<file path="config.mk">
export PLATFORM = sky130hd
export DESIGN_NAME = apd_top
export DESIGN_NICKNAME = d
export VERILOG_FILES = /design/src/design/apd_pkg.sv /design/src/design/apd_top.sv
export SDC_FILE = /design/constraint.sdc
export NUM_CORES = 1
export LEC_CHECK = 0
export ABC_AREA = 1
export BUFFER_PORTS_ARGS = -buffer_cell sky130_fd_sc_hd__buf_2
export CAP_MARGIN = 20
export CORE_MARGIN = 5
export CORE_UTILIZATION = 45
export DETAILED_ROUTE_END_ITERATION = 12
export PLACE_DENSITY = 0.73
export SLEW_MARGIN = 10
export SYNTH_ARGS = -nofsm -noshare
export SYNTH_HDL_FRONTEND = slang
export SYNTH_SLANG_ARGS = --single-unit
</file>
<file path="constraint.sdc">
create_clock -name aclk -period 6.3 [get_ports aclk]
set_input_delay 1.26 -clock aclk [delete_from_list [all_inputs] [get_ports aclk]]
set_output_delay 1.26 -clock aclk [all_outputs]
set_load 0.005 [all_outputs]
</file>
<file path="src/design/apd_pkg.sv">
package apd_pkg;
    // ==========================================================
    // register byte offsets
    localparam logic [7:0] OFF_GAIN     = 8'h0C;
    localparam logic [7:0] OFF_PNEXT    = 8'h10;
    localparam logic [7:0] OFF_PCUR     = 8'h14;
    localparam logic [7:0] OFF_RNEXT    = 8'h18;
    localparam logic [7:0] OFF_RCUR     = 8'h1C;
    localparam logic [7:0] OFF_STATUS   = 8'h20;
    localparam logic [7:0] OFF_CLIP     = 8'h24;
    localparam logic [7:0] OFF_PIO      = 8'h28;
    localparam logic [7:0] OFF_FORMAT   = 8'h2C;
    // ==========================================================
    // status bit positions
    localparam int ST_IRQ_ALLOW  = 31;
    localparam int ST_P_REQ      = 9;
    localparam int ST_P_ACT      = 8;
    localparam int ST_R_REQ      = 1;
    localparam int ST_R_ACT      = 0;
    // ==========================================================
    // gain register fields
    localparam int GN_PHONES     = 27;
    localparam int GN_LINEOUT    = 26;
    localparam int GN_SPEAKER    = 25;
    localparam int GN_INSEL      = 24;
    localparam int GN_MON_LSB    = 20;
    localparam int GN_GIL_LSB    = 16;
    localparam int GN_GIR_LSB    = 12;
    localparam int GN_AOL_LSB    = 6;
    localparam int GN_AOR_LSB    = 0;
    // ==========================================================
    // paging and formats
    localparam logic [31:0] PAGE_MASK  = 32'hFFFF_F000;
    localparam logic [11:0] PAGE_LAST  = 12'hFFC;
    localparam logic [31:0] WORD_STEP  = 32'h0000_0004;
    localparam logic [3:0]  PIO_RESET  = 4'hF;
    localparam logic [1:0]  FMT_LIN16  = 2'h0;
    localparam logic [1:0]  FMT_MULAW  = 2'h1;
    localparam logic [1:0]  FMT_ALAW   = 2'h2;
    localparam logic [1:0]  RESP_OKAY  = 2'h0;
    localparam logic [1:0]  RESP_SLV   = 2'h2;
endpackage

</file>
<file path="src/design/apd_top.sv">
// The AXI4-Lite slave port is this design's own decision.
`timescale 1ns/1ns
// Contract
// - current pointers return coherently in one full 32-bit read
// - status bit 9 playback request set on need, cleared by write, resets 1
// - status bit 1 record request set on need, cleared by write, resets 1
// - status bit 8 playback active set on start, cleared on finish
// - status bit 0 record active set on start, cleared on finish
// - irq while irq_allow and both requests set; status at 0x020
// - playback request may lead record; irq repeats when record asserts
// - word aligned data only, samples two's complement
// - 8-bit mono: four bytes, earliest in bits 31..24
// - 8-bit stereo: left over right, earlier pair upper halfword
// - 16-bit mono: two halfwords, earlier upper
// - 16-bit stereo: left upper halfword, right lower
// - gain bits 27..24 drive phones, lineout, speaker, input select
// - input select 0 line, 1 microphone, never both
// - monitor attenuation bits 23..20, 6 dB per step
// - input gain fields bits 19..16 and 15..12, 1.5 dB steps
// - output attenuation bits 11..6 and 5..0, 1.5 dB steps
// - clip flag sticky, write 0 clears, clear wins over set
// - page end moves next into current and raises request
// - playback then record next write starts both channels
// - current pointer only increments as data moves
// - format 0 linear16, 1 mu-law, 2 A-law; stereo separate bit
module apd_top (
    input  wire logic        aclk,
    input  wire logic        aresetn,
    input  wire logic [7:0]  s_axi_awaddr,
    input  wire logic        s_axi_awvalid,
    output logic             s_axi_awready,
    input  wire logic [31:0] s_axi_wdata,
    input  wire logic [3:0]  s_axi_wstrb,
    input  wire logic        s_axi_wvalid,
    output logic             s_axi_wready,
    output logic [1:0]       s_axi_bresp,
    output logic             s_axi_bvalid,
    input  wire logic        s_axi_bready,
    input  wire logic [7:0]  s_axi_araddr,
    input  wire logic        s_axi_arvalid,
    output logic             s_axi_arready,
    output logic [31:0]      s_axi_rdata,
    output logic [1:0]       s_axi_rresp,
    output logic             s_axi_rvalid,
    input  wire logic        s_axi_rready,
    output logic [31:0]      play_addr,
    output logic             play_req,
    input  wire logic        play_ack,
    input  wire logic [31:0] play_word,
    output logic [15:0]      play_left,
    output logic [15:0]      play_right,
    output logic             play_strobe,
    input  wire logic        sample_tick,
    input  wire logic [15:0] rec_left,
    input  wire logic [15:0] rec_right,
    output logic [31:0]      rec_addr,
    output logic [31:0]      rec_word,
    output logic             rec_req,
    input  wire logic        rec_ack,
    input  wire logic        clip_event,
    output logic             irq,
    output logic             phones_on,
    output logic             lineout_on,
    output logic             speaker_on,
    output logic             input_source_select,
    output logic [3:0]       monitor_attenuation,
    output logic [3:0]       gain_in_left,
    output logic [3:0]       gain_in_right,
    output logic [5:0]       atten_out_left,
    output logic [5:0]       atten_out_right,
    output logic [1:0]       sample_format_select,
    output logic             stereo_select,
    output logic [1:0]       pio_out,
    input  wire logic [1:0]  pio_in
);
    // ==========================================================
    // state
    typedef struct packed {
        logic        aw_got;
        logic [7:0]  aw_addr;
        logic        w_got;
        logic [31:0] w_data;
        logic        bvalid;
        logic        bslv;
        logic        rvalid;
        logic [31:0] rdata;
        logic        rslv;
        logic [31:0] gain;
        logic [31:0] p_next;
        logic [31:0] p_cur;
        logic [31:0] r_next;
        logic [31:0] r_cur;
        logic        irq_allow;
        logic        p_areq;
        logic        r_areq;
        logic        p_act;
        logic        r_act;
        logic        clip;
        logic [1:0]  codec_parallel_lines;
        logic [1:0]  fmt;
        logic        stereo;
        logic [1:0]  slot;
        logic [31:0] p_word;
        logic        p_have;
        logic        p_pend;
        logic [31:0] r_word;
        logic        r_full;
        logic [15:0] pl;
        logic [15:0] pr;
        logic        pstb;
        logic        irq;
    } apd_state_s;

    apd_state_s st_reg;
    apd_state_s st_next;

    logic        wr_go;
    logic [31:0] wmask;
    logic [1:0]  slots;
    logic [31:0] rd_val;
    logic        rd_hit;
    logic        wr_hit;

    // ==========================================================
    // bus handshakes
    assign s_axi_awready = !st_reg.aw_got && !st_reg.bvalid;
    assign s_axi_wready  = !st_reg.w_got && !st_reg.bvalid;
    assign s_axi_arready = !st_reg.rvalid;
    assign s_axi_bvalid  = st_reg.bvalid;
    assign s_axi_bresp   = st_reg.bslv ? apd_pkg::RESP_SLV : apd_pkg::RESP_OKAY;
    assign s_axi_rvalid  = st_reg.rvalid;
    assign s_axi_rdata   = st_reg.rdata;
    assign s_axi_rresp   = st_reg.rslv ? apd_pkg::RESP_SLV : apd_pkg::RESP_OKAY;

    // codec control fields
    assign phones_on            = st_reg.gain[apd_pkg::GN_PHONES];
    assign lineout_on           = st_reg.gain[apd_pkg::GN_LINEOUT];
    assign speaker_on           = st_reg.gain[apd_pkg::GN_SPEAKER];
    assign input_source_select  = st_reg.gain[apd_pkg::GN_INSEL];
    assign monitor_attenuation  = st_reg.gain[apd_pkg::GN_MON_LSB +: 4];
    assign gain_in_left         = st_reg.gain[apd_pkg::GN_GIL_LSB +: 4];
    assign gain_in_right        = st_reg.gain[apd_pkg::GN_GIR_LSB +: 4];
    assign atten_out_left       = st_reg.gain[apd_pkg::GN_AOL_LSB +: 6];
    assign atten_out_right      = st_reg.gain[apd_pkg::GN_AOR_LSB +: 6];
    assign sample_format_select = st_reg.fmt;
    assign stereo_select        = st_reg.stereo;
    assign pio_out              = st_reg.codec_parallel_lines;

    // dma ports
    assign play_addr   = st_reg.p_cur;
    assign play_req    = st_reg.p_act && st_reg.p_pend;
    assign rec_addr    = st_reg.r_cur;
    assign rec_word    = st_reg.r_word;
    assign rec_req     = st_reg.r_act && st_reg.r_full;
    assign play_left   = st_reg.pl;
    assign play_right  = st_reg.pr;
    assign play_strobe = st_reg.pstb;
    assign irq         = st_reg.irq;

    // samples per word: 16-bit stereo 1, 8-bit mono 4, others 2
    always_comb begin
        if (st_reg.fmt == apd_pkg::FMT_LIN16) begin
            slots = st_reg.stereo ? 2'h0 : 2'h1;
        end else begin
            slots = st_reg.stereo ? 2'h1 : 2'h3;
        end
    end

    // byte strobe expansion and read mux
    always_comb begin
        wmask  = 32'h0000_0000;
        rd_hit = 1'b1;
        rd_val = 32'h0000_0000;
        case (s_axi_araddr)
            apd_pkg::OFF_GAIN:   rd_val = st_reg.gain;
            apd_pkg::OFF_PNEXT:  rd_val = st_reg.p_next;
            apd_pkg::OFF_PCUR:   rd_val = st_reg.p_cur;
            apd_pkg::OFF_RNEXT:  rd_val = st_reg.r_next;
            apd_pkg::OFF_RCUR:   rd_val = st_reg.r_cur;
            apd_pkg::OFF_STATUS: begin
                rd_val[apd_pkg::ST_IRQ_ALLOW] = st_reg.irq_allow;
                rd_val[apd_pkg::ST_P_REQ]     = st_reg.p_areq;
                rd_val[apd_pkg::ST_P_ACT]     = st_reg.p_act;
                rd_val[apd_pkg::ST_R_REQ]     = st_reg.r_areq;
                rd_val[apd_pkg::ST_R_ACT]     = st_reg.r_act;
            end
            apd_pkg::OFF_CLIP:   rd_val[0] = st_reg.clip;
            apd_pkg::OFF_PIO:    rd_val = {28'h0000000, pio_in, st_reg.codec_parallel_lines};
            apd_pkg::OFF_FORMAT: rd_val = {29'h00000000, st_reg.stereo, st_reg.fmt};
            default:             rd_hit = 1'b0;
        endcase
        for (int i = 0; i < 4; i++) begin
            wmask[i*8 +: 8] = {8{s_axi_wstrb[i] | st_reg.w_got}};
        end
    end

    // ==========================================================
    // next-state logic
    always_comb begin
        st_next      = st_reg;
        st_next.pstb = 1'b0;
        wr_go        = 1'b0;
        wr_hit       = 1'b1;
        // write address and data taken in either order
        if (s_axi_awvalid && s_axi_awready) begin
            st_next.aw_got  = 1'b1;
            st_next.aw_addr = s_axi_awaddr;
        end
        if (s_axi_wvalid && s_axi_wready) begin
            st_next.w_got  = 1'b1;
            st_next.w_data = (s_axi_wdata & wmask) | (st_reg.w_data & ~wmask);
        end
        if (st_reg.aw_got && st_reg.w_got) begin
            wr_go          = 1'b1;
            st_next.aw_got = 1'b0;
            st_next.w_got  = 1'b0;
            st_next.bvalid = 1'b1;
        end
        if (st_reg.bvalid && s_axi_bready) begin
            st_next.bvalid = 1'b0;
        end
        if (s_axi_arvalid && s_axi_arready) begin
            st_next.rvalid = 1'b1;
            st_next.rdata  = rd_val;
            st_next.rslv   = !rd_hit;
        end else if (st_reg.rvalid && s_axi_rready) begin
            st_next.rvalid = 1'b0;
        end

        // playback fetch and unpack, two's complement passed through
        if (play_req && play_ack) begin
            st_next.p_word = play_word;
            st_next.p_have = 1'b1;
            st_next.p_pend = 1'b0;
            st_next.slot   = 2'h0;
            st_next.p_cur  = st_reg.p_cur + apd_pkg::WORD_STEP;
        end
        if (sample_tick && st_reg.p_have) begin
            st_next.pstb = 1'b1;
            if (st_reg.fmt == apd_pkg::FMT_LIN16 && st_reg.stereo) begin
                st_next.pl = st_reg.p_word[31:16];
                st_next.pr = st_reg.p_word[15:0];
            end else if (st_reg.fmt == apd_pkg::FMT_LIN16) begin
                st_next.pl = st_reg.p_word[31 - 16*st_reg.slot[0] -: 16];
                st_next.pr = st_next.pl;
            end else if (st_reg.stereo) begin
                st_next.pl = {8'h00, st_reg.p_word[31 - 16*st_reg.slot[0] -: 8]};
                st_next.pr = {8'h00, st_reg.p_word[23 - 16*st_reg.slot[0] -: 8]};
            end else begin
                st_next.pl = {8'h00, st_reg.p_word[31 - 8*st_reg.slot -: 8]};
                st_next.pr = st_next.pl;
            end
            // record packs into the same slot layout
            if (st_reg.fmt == apd_pkg::FMT_LIN16 && st_reg.stereo) begin
                st_next.r_word = {rec_left, rec_right};
            end else if (st_reg.fmt == apd_pkg::FMT_LIN16) begin
                st_next.r_word[31 - 16*st_reg.slot[0] -: 16] = rec_left;
            end else if (st_reg.stereo) begin
                st_next.r_word[31 - 16*st_reg.slot[0] -: 16] = {rec_left[7:0], rec_right[7:0]};
            end else begin
                st_next.r_word[31 - 8*st_reg.slot -: 8] = rec_left[7:0];
            end
            if (st_reg.slot == slots) begin
                st_next.slot   = 2'h0;
                st_next.p_have = 1'b0;
                st_next.p_pend = 1'b1;
                st_next.r_full = 1'b1;
            end else begin
                st_next.slot = st_reg.slot + 2'h1;
            end
        end
        if (rec_req && rec_ack) begin
            st_next.r_full = 1'b0;
            st_next.r_cur  = st_reg.r_cur + apd_pkg::WORD_STEP;
        end

        // page chaining: wrap onto next page or stop
        if (play_req && play_ack && st_reg.p_cur[11:0] == apd_pkg::PAGE_LAST) begin
            if (!st_reg.p_areq) begin
                st_next.p_cur  = st_reg.p_next;
                st_next.p_areq = 1'b1;
            end else begin
                st_next.p_act = 1'b0;
            end
        end
        if (rec_req && rec_ack && st_reg.r_cur[11:0] == apd_pkg::PAGE_LAST) begin
            if (!st_reg.r_areq) begin
                st_next.r_cur  = st_reg.r_next;
                st_next.r_areq = 1'b1;
            end else begin
                st_next.r_act = 1'b0;
            end
        end

        // clip flag: hardware set
        if (clip_event) begin
            st_next.clip = 1'b1;
        end

        // register writes
        if (wr_go) begin
            case (st_reg.aw_addr)
                apd_pkg::OFF_GAIN:  st_next.gain = st_reg.w_data;
                apd_pkg::OFF_PNEXT: begin
                    st_next.p_next = st_reg.w_data & apd_pkg::PAGE_MASK;
                    st_next.p_areq = 1'b0;
                    if (!st_reg.p_act) begin
                        st_next.p_cur  = st_reg.w_data & apd_pkg::PAGE_MASK;
                        st_next.p_areq = 1'b1;
                    end
                end
                apd_pkg::OFF_PCUR:  st_next.p_cur = st_reg.w_data;
                apd_pkg::OFF_RNEXT: begin
                    st_next.r_next = st_reg.w_data & apd_pkg::PAGE_MASK;
                    st_next.r_areq = 1'b0;
                    if (!st_reg.r_act) begin
                        st_next.r_cur  = st_reg.w_data & apd_pkg::PAGE_MASK;
                        st_next.r_areq = 1'b1;
                        st_next.p_act  = 1'b1;
                        st_next.r_act  = 1'b1;
                        st_next.p_pend = 1'b1;
                        st_next.p_have = 1'b0;
                        st_next.r_full = 1'b0;
                        st_next.slot   = 2'h0;
                    end
                end
                apd_pkg::OFF_RCUR:   st_next.r_cur = st_reg.w_data;
                apd_pkg::OFF_STATUS: st_next.irq_allow = st_reg.w_data[apd_pkg::ST_IRQ_ALLOW];
                apd_pkg::OFF_CLIP: begin
                    if (!st_reg.w_data[0]) begin
                        st_next.clip = 1'b0;
                    end
                end
                apd_pkg::OFF_PIO:    st_next.codec_parallel_lines = st_reg.w_data[1:0];
                apd_pkg::OFF_FORMAT: begin
                    st_next.fmt    = st_reg.w_data[1:0];
                    st_next.stereo = st_reg.w_data[2];
                end
                default: wr_hit = 1'b0;
            endcase
            st_next.bslv = !wr_hit;
        end
        // level interrupt, high while irq_allow and both requests are set
        st_next.irq = st_next.irq_allow && st_next.p_areq && st_next.r_areq;
    end

    // ==========================================================
    // state register
    always_ff @(posedge aclk) begin
        if (!aresetn) begin
            st_reg        <= '0;
            st_reg.p_areq <= 1'b1;
            st_reg.r_areq <= 1'b1;
            st_reg.codec_parallel_lines    <= apd_pkg::PIO_RESET[1:0];
        end else begin
            st_reg <= st_next;
        end
    end

    // ==========================================================
    // checks
    irq_level_a: assert property (@(posedge aclk) disable iff (!aresetn)
        irq == (st_reg.irq_allow && st_reg.p_areq && st_reg.r_areq))
        else $error("irq does not follow enable and both requests");
    clip_clear_a: assert property (@(posedge aclk) disable iff (!aresetn)
        (wr_go && st_reg.aw_addr == apd_pkg::OFF_CLIP && !st_reg.w_data[0]) |=> !st_reg.clip)
        else $error("clip flag survived a clear");
    clip_sticky_a: assert property (@(posedge aclk) disable iff (!aresetn)
        clip_event |=> st_reg.clip || $past(wr_go && st_reg.aw_addr == apd_pkg::OFF_CLIP))
        else $error("clip event lost");
    page_low_a: assert property (@(posedge aclk) disable iff (!aresetn)
        st_reg.p_next[11:0] == 12'h000 && st_reg.r_next[11:0] == 12'h000)
        else $error("next page low bits not zero");
    pnext_req_a: assert property (@(posedge aclk) disable iff (!aresetn)
        (wr_go && st_reg.aw_addr == apd_pkg::OFF_PNEXT && st_reg.p_act) |=> !st_reg.p_areq)
        else $error("playback request not cleared");
    start_both_a: assert property (@(posedge aclk) disable iff (!aresetn)
        (wr_go && st_reg.aw_addr == apd_pkg::OFF_RNEXT && !st_reg.r_act) |=> (st_reg.p_act && st_reg.r_act))
        else $error("dma did not start together");
    ptr_step_a: assert property (@(posedge aclk) disable iff (!aresetn)
        (play_req && play_ack && st_reg.p_cur[11:0] != apd_pkg::PAGE_LAST && !wr_go)
        |=> st_reg.p_cur == $past(st_reg.p_cur) + apd_pkg::WORD_STEP)
        else $error("playback pointer did not step four");
    chain_a: assert property (@(posedge aclk) disable iff (!aresetn)
        (rec_req && rec_ack && st_reg.r_cur[11:0] == apd_pkg::PAGE_LAST && !st_reg.r_areq && !wr_go)
        |=> (st_reg.r_areq && st_reg.r_cur == $past(st_reg.r_next)))
        else $error("record page did not chain");
    stop_a: assert property (@(posedge aclk) disable iff (!aresetn)
        (play_req && play_ack && st_reg.p_cur[11:0] == apd_pkg::PAGE_LAST && st_reg.p_areq && !wr_go)
        |=> !st_reg.p_act)
        else $error("playback did not stop without next page");
endmodule

</file>
==> flow_summary.yaml <==
global_routing:
  antenna_found_initial: 4
  grt_start_max_net_pins: 159
  overflow: 0
  grt_pass1_wl_um: 99400
  grt_pass1_vias: 16600
  track_usage: 0.285
place:
  dp_hpwl_um: 49200
  dp_cells: 3174
  place_congestion: 0.931
  port_buffers: 332
pwr:
  leakagePower_nw: 8.62
  ir_drop_mv: 0.180
  power_frac_comb: 0.053
  power.density_nw_per_um2: 232
  pwr-share-clk: 0.476
  p_int_w: 0.00343
  switching_share: 0.245
  p_seq_frac: 0.471
  switching_power_w: 0.00112
critical_path:
  r2r_slack_ns: 3.07
  cp.arrival_ns: 4.05
  worstSetupEndpointType: "flip-flop"
  max_stage_delay_ns: 0.73
  critPathLaunchType: "primary input"
  cp_cell_sequence: "buf_2 -> nand3_2 -> buf_4 -> nor2_2 -> nand2_2 -> nor2_8 -> nand3_2 -> inv_2 -> nor2_1 -> o21ai_0 -> a21oi_1"
  critPathMaxFanout: 65
  crit_slowest_cell: "nor2_1"
  criticalPathCategory: "in -> reg"
  cp_data_required_time_ns: 6.76
  path_common_cell: "nand3_2"
timing:
  period_share: 0.569
  grt_setup_unrepaired: "false"
  setup_violations: 0
  hold-worst-slack_ns: 0.464
  worst_pin_slew_ns: 1.18
  slew_headroom: 0.210
  final_hold_viol_count: 0
  drv_slew: 0
  max_freq_mhz: 279
  setup_tns_ns: 0
  finalClockSkew_ns: 0.0328
  fin_crit_ns: 3.59
clock_network:
  holdBufCountCts: 0
  postCtsSetupBuffers: 0
  post_cts_resized: 0
  cts_buffer_depth: 3
  clk_latency_ns: 0.55
  h-tree-depth: 2
  clock_sinks: 328
  numCtsBuffers: 37
  path_clk_slew_ns: 0.06
  cts_tree: "yes"
  cts_root_buf: "clkbuf_16"
die:
  ioPinCount: 335
  start_util: 0.453
  rows: 73
  die_x_um: 210
  core_area_um2: 39500
  die_area_um2: 43900
  die_y_um: 210
logic_synthesis:
  syn_area_per_cell_um2: 6.84
  synth_area_um2: 17900
  synth_ff_type: "dfxtp_1"
  synthCells: 2622
  synthTopCellsByArea: "dfxtp_1, nand2_1, buf_4, o21ai_0, a21oi_1"
  ys_types: 49
  synth_seq_cells: 328
  yosys.area_share.simple: 0.231
  synth_edf_count: 0
  synth_mux_area_frac: 0.000558
  synth_fa_ha_area_frac: 0.00419
  yosysSeqAreaShare: 0.366
  synth-xor-area-share: 0.0117
  ys_warn_count: 0
  async_flop_share: 0
  synth_compound_area_frac: 0.217
  synth_area_leader_cell: "dfxtp_1"
  synth_top_family_by_area: "simple AND/OR/NAND/NOR gates"
  yosysTopAreaCellShare: 0.366
detailed_routing:
  wire_per_inst_um: 20.6
  drtPass1Iterations: 6
  vias: 18500
  wl_um: 66800
  drtAntennaViolNets: 0
  via_per_inst: 5.69
  drc_errors: 0
  drt_iter0_markers: 2230
cells_and_area:
  stdcell_count: 3245
  areaGrowthSynthToFinish_pct: 9.44
  drive_gt1_frac: 0.167
  fin_nets: 2824
flow_run:
  maxCapViolCount: 0
min_path:
  hold_path_class: "reg -> reg"
outcome:
  run_status: "complete, no violations"
## layout make-up
class	count	area (um2)
fillers	4050	19900
inverters	282	1060
multi-input cells	1695	8340
repair buffers	345	1790
diodes	4	10.0
flip-flops and latches	328	6570
clock buffers	53	1090
well taps	525	657
clock inverters	13	114
## kinds of logic after synthesis
logic type,Yosys count
AND/OR/NAND/NOR,962
AO/OA/AOI/OAI,700
buffers and inverters,600
flip-flops,328
XOR/XNOR,24
adder cells (fa/ha/maj),6
other,1
multiplexers,1
## metrics by stage
step | cell area [um2] | utilization | power [W] | setup slack [ns]
finish | 19600 | 0.496 | 0.00455 | 2.71
global route | 19600 | 0.496 | 0.00467 | 2.49
CTS | 19600 | 0.495 | 0.00455 | 2.74
detailed placement | 18400 | 0.465 | 0.00242 | 2.19
global placement | 18400 | 0.465 | 0.00241 | 2.21
floorplan | 17900 | - | 0.00231 | 3.75
## layout by cell type, fill, tap and decap left out, drive strengths merged, types with 3 or more instances in the layout
| master | Yosys | layout |
|---|---|---|
| inv | 277 | 278 |
| clkbuf | 87 | 53 |
| a31oi | 24 | 24 |
| o211ai | 20 | 20 |
| a211oi | 21 | 21 |
| nor2 | 222 | 222 |
| nand2 | 493 | 493 |
| o21bai | 8 | 8 |
| nand3b | 11 | 11 |
| nand3 | 171 | 171 |
| xor2 | 20 | 20 |
| ha | 6 | 6 |
| o32ai | 8 | 8 |
| a22oi | 7 | 7 |
| nor3 | 28 | 28 |
| nand4 | 17 | 17 |
| nor4 | 3 | 3 |
| o21ai | 273 | 273 |
| o2111ai | 3 | 3 |
| a41oi | 9 | 9 |
| o221ai | 18 | 18 |
| buf | 231 | 345 |
| or2 | 17 | 17 |
| o22ai | 39 | 39 |
| dfxtp | 328 | 328 |
| diode | 0 | 4 |
| a21oi | 264 | 264 |
| clkinv | 5 | 14 |
| xnor2 | 4 | 4 |
## worst max-delay path, delay by kind of cell
family | cells | cell delay [ns]
simple gates | 6 | 1.52
buf+inv | 3 | 0.88
compound gates | 2 | 0.37
## Yosys cell counts, drive strengths merged (3+ instances only)
cell	instances
ha	6
o21ai	273
o2111ai	3
nand3	171
dfxtp	328
nand3b	11
a211oi	21
a41oi	9
clkbuf	87
a31oi	24
or2	17
inv	277
o211ai	20
xnor2	4
a22oi	7
clkinv	5
o22ai	39
o221ai	18
nand4	17
o21bai	8
nand2	493
a21oi	264
buf	231
nor2	222
xor2	20
o32ai	8
nor4	3
nor3	28
## final timing paths
kind	cells past startpoint	startpoint	to
setup / recovery	11	play_ack	play_addr[5]
hold / removal	2	s_axi_rdata[9]	s_axi_rdata[9]
setup reg to reg	10	st_reg[110]	play_addr[5]
hold reg to reg	2	s_axi_rdata[9]	s_axi_rdata[9]
## per-layer routing
layer	vias to the layer above	GRT usage	wire length, um
met5	-	0	7
met4	2	0.0871	2000
met3	110	0.0714	8120
met2	1126	0.406	27700
met1	8574	0.422	29000
li1	8665	-	-
## power by group through the flow
stage | registers, W | clock network (W) | logic, W
after detailed placement | 0.00219 | 0 | 0.000233
after global routing | 0.00214 | 0.00226 | 0.000262
after global placement | 0.00219 | 0 | 0.000228
after floorplan | 0.00217 | 0 | 0.000141
after CTS | 0.00214 | 0.00218 | 0.000235
final | 0.00214 | 0.00217 | 0.000239
(Power assumes the default switching activity.)
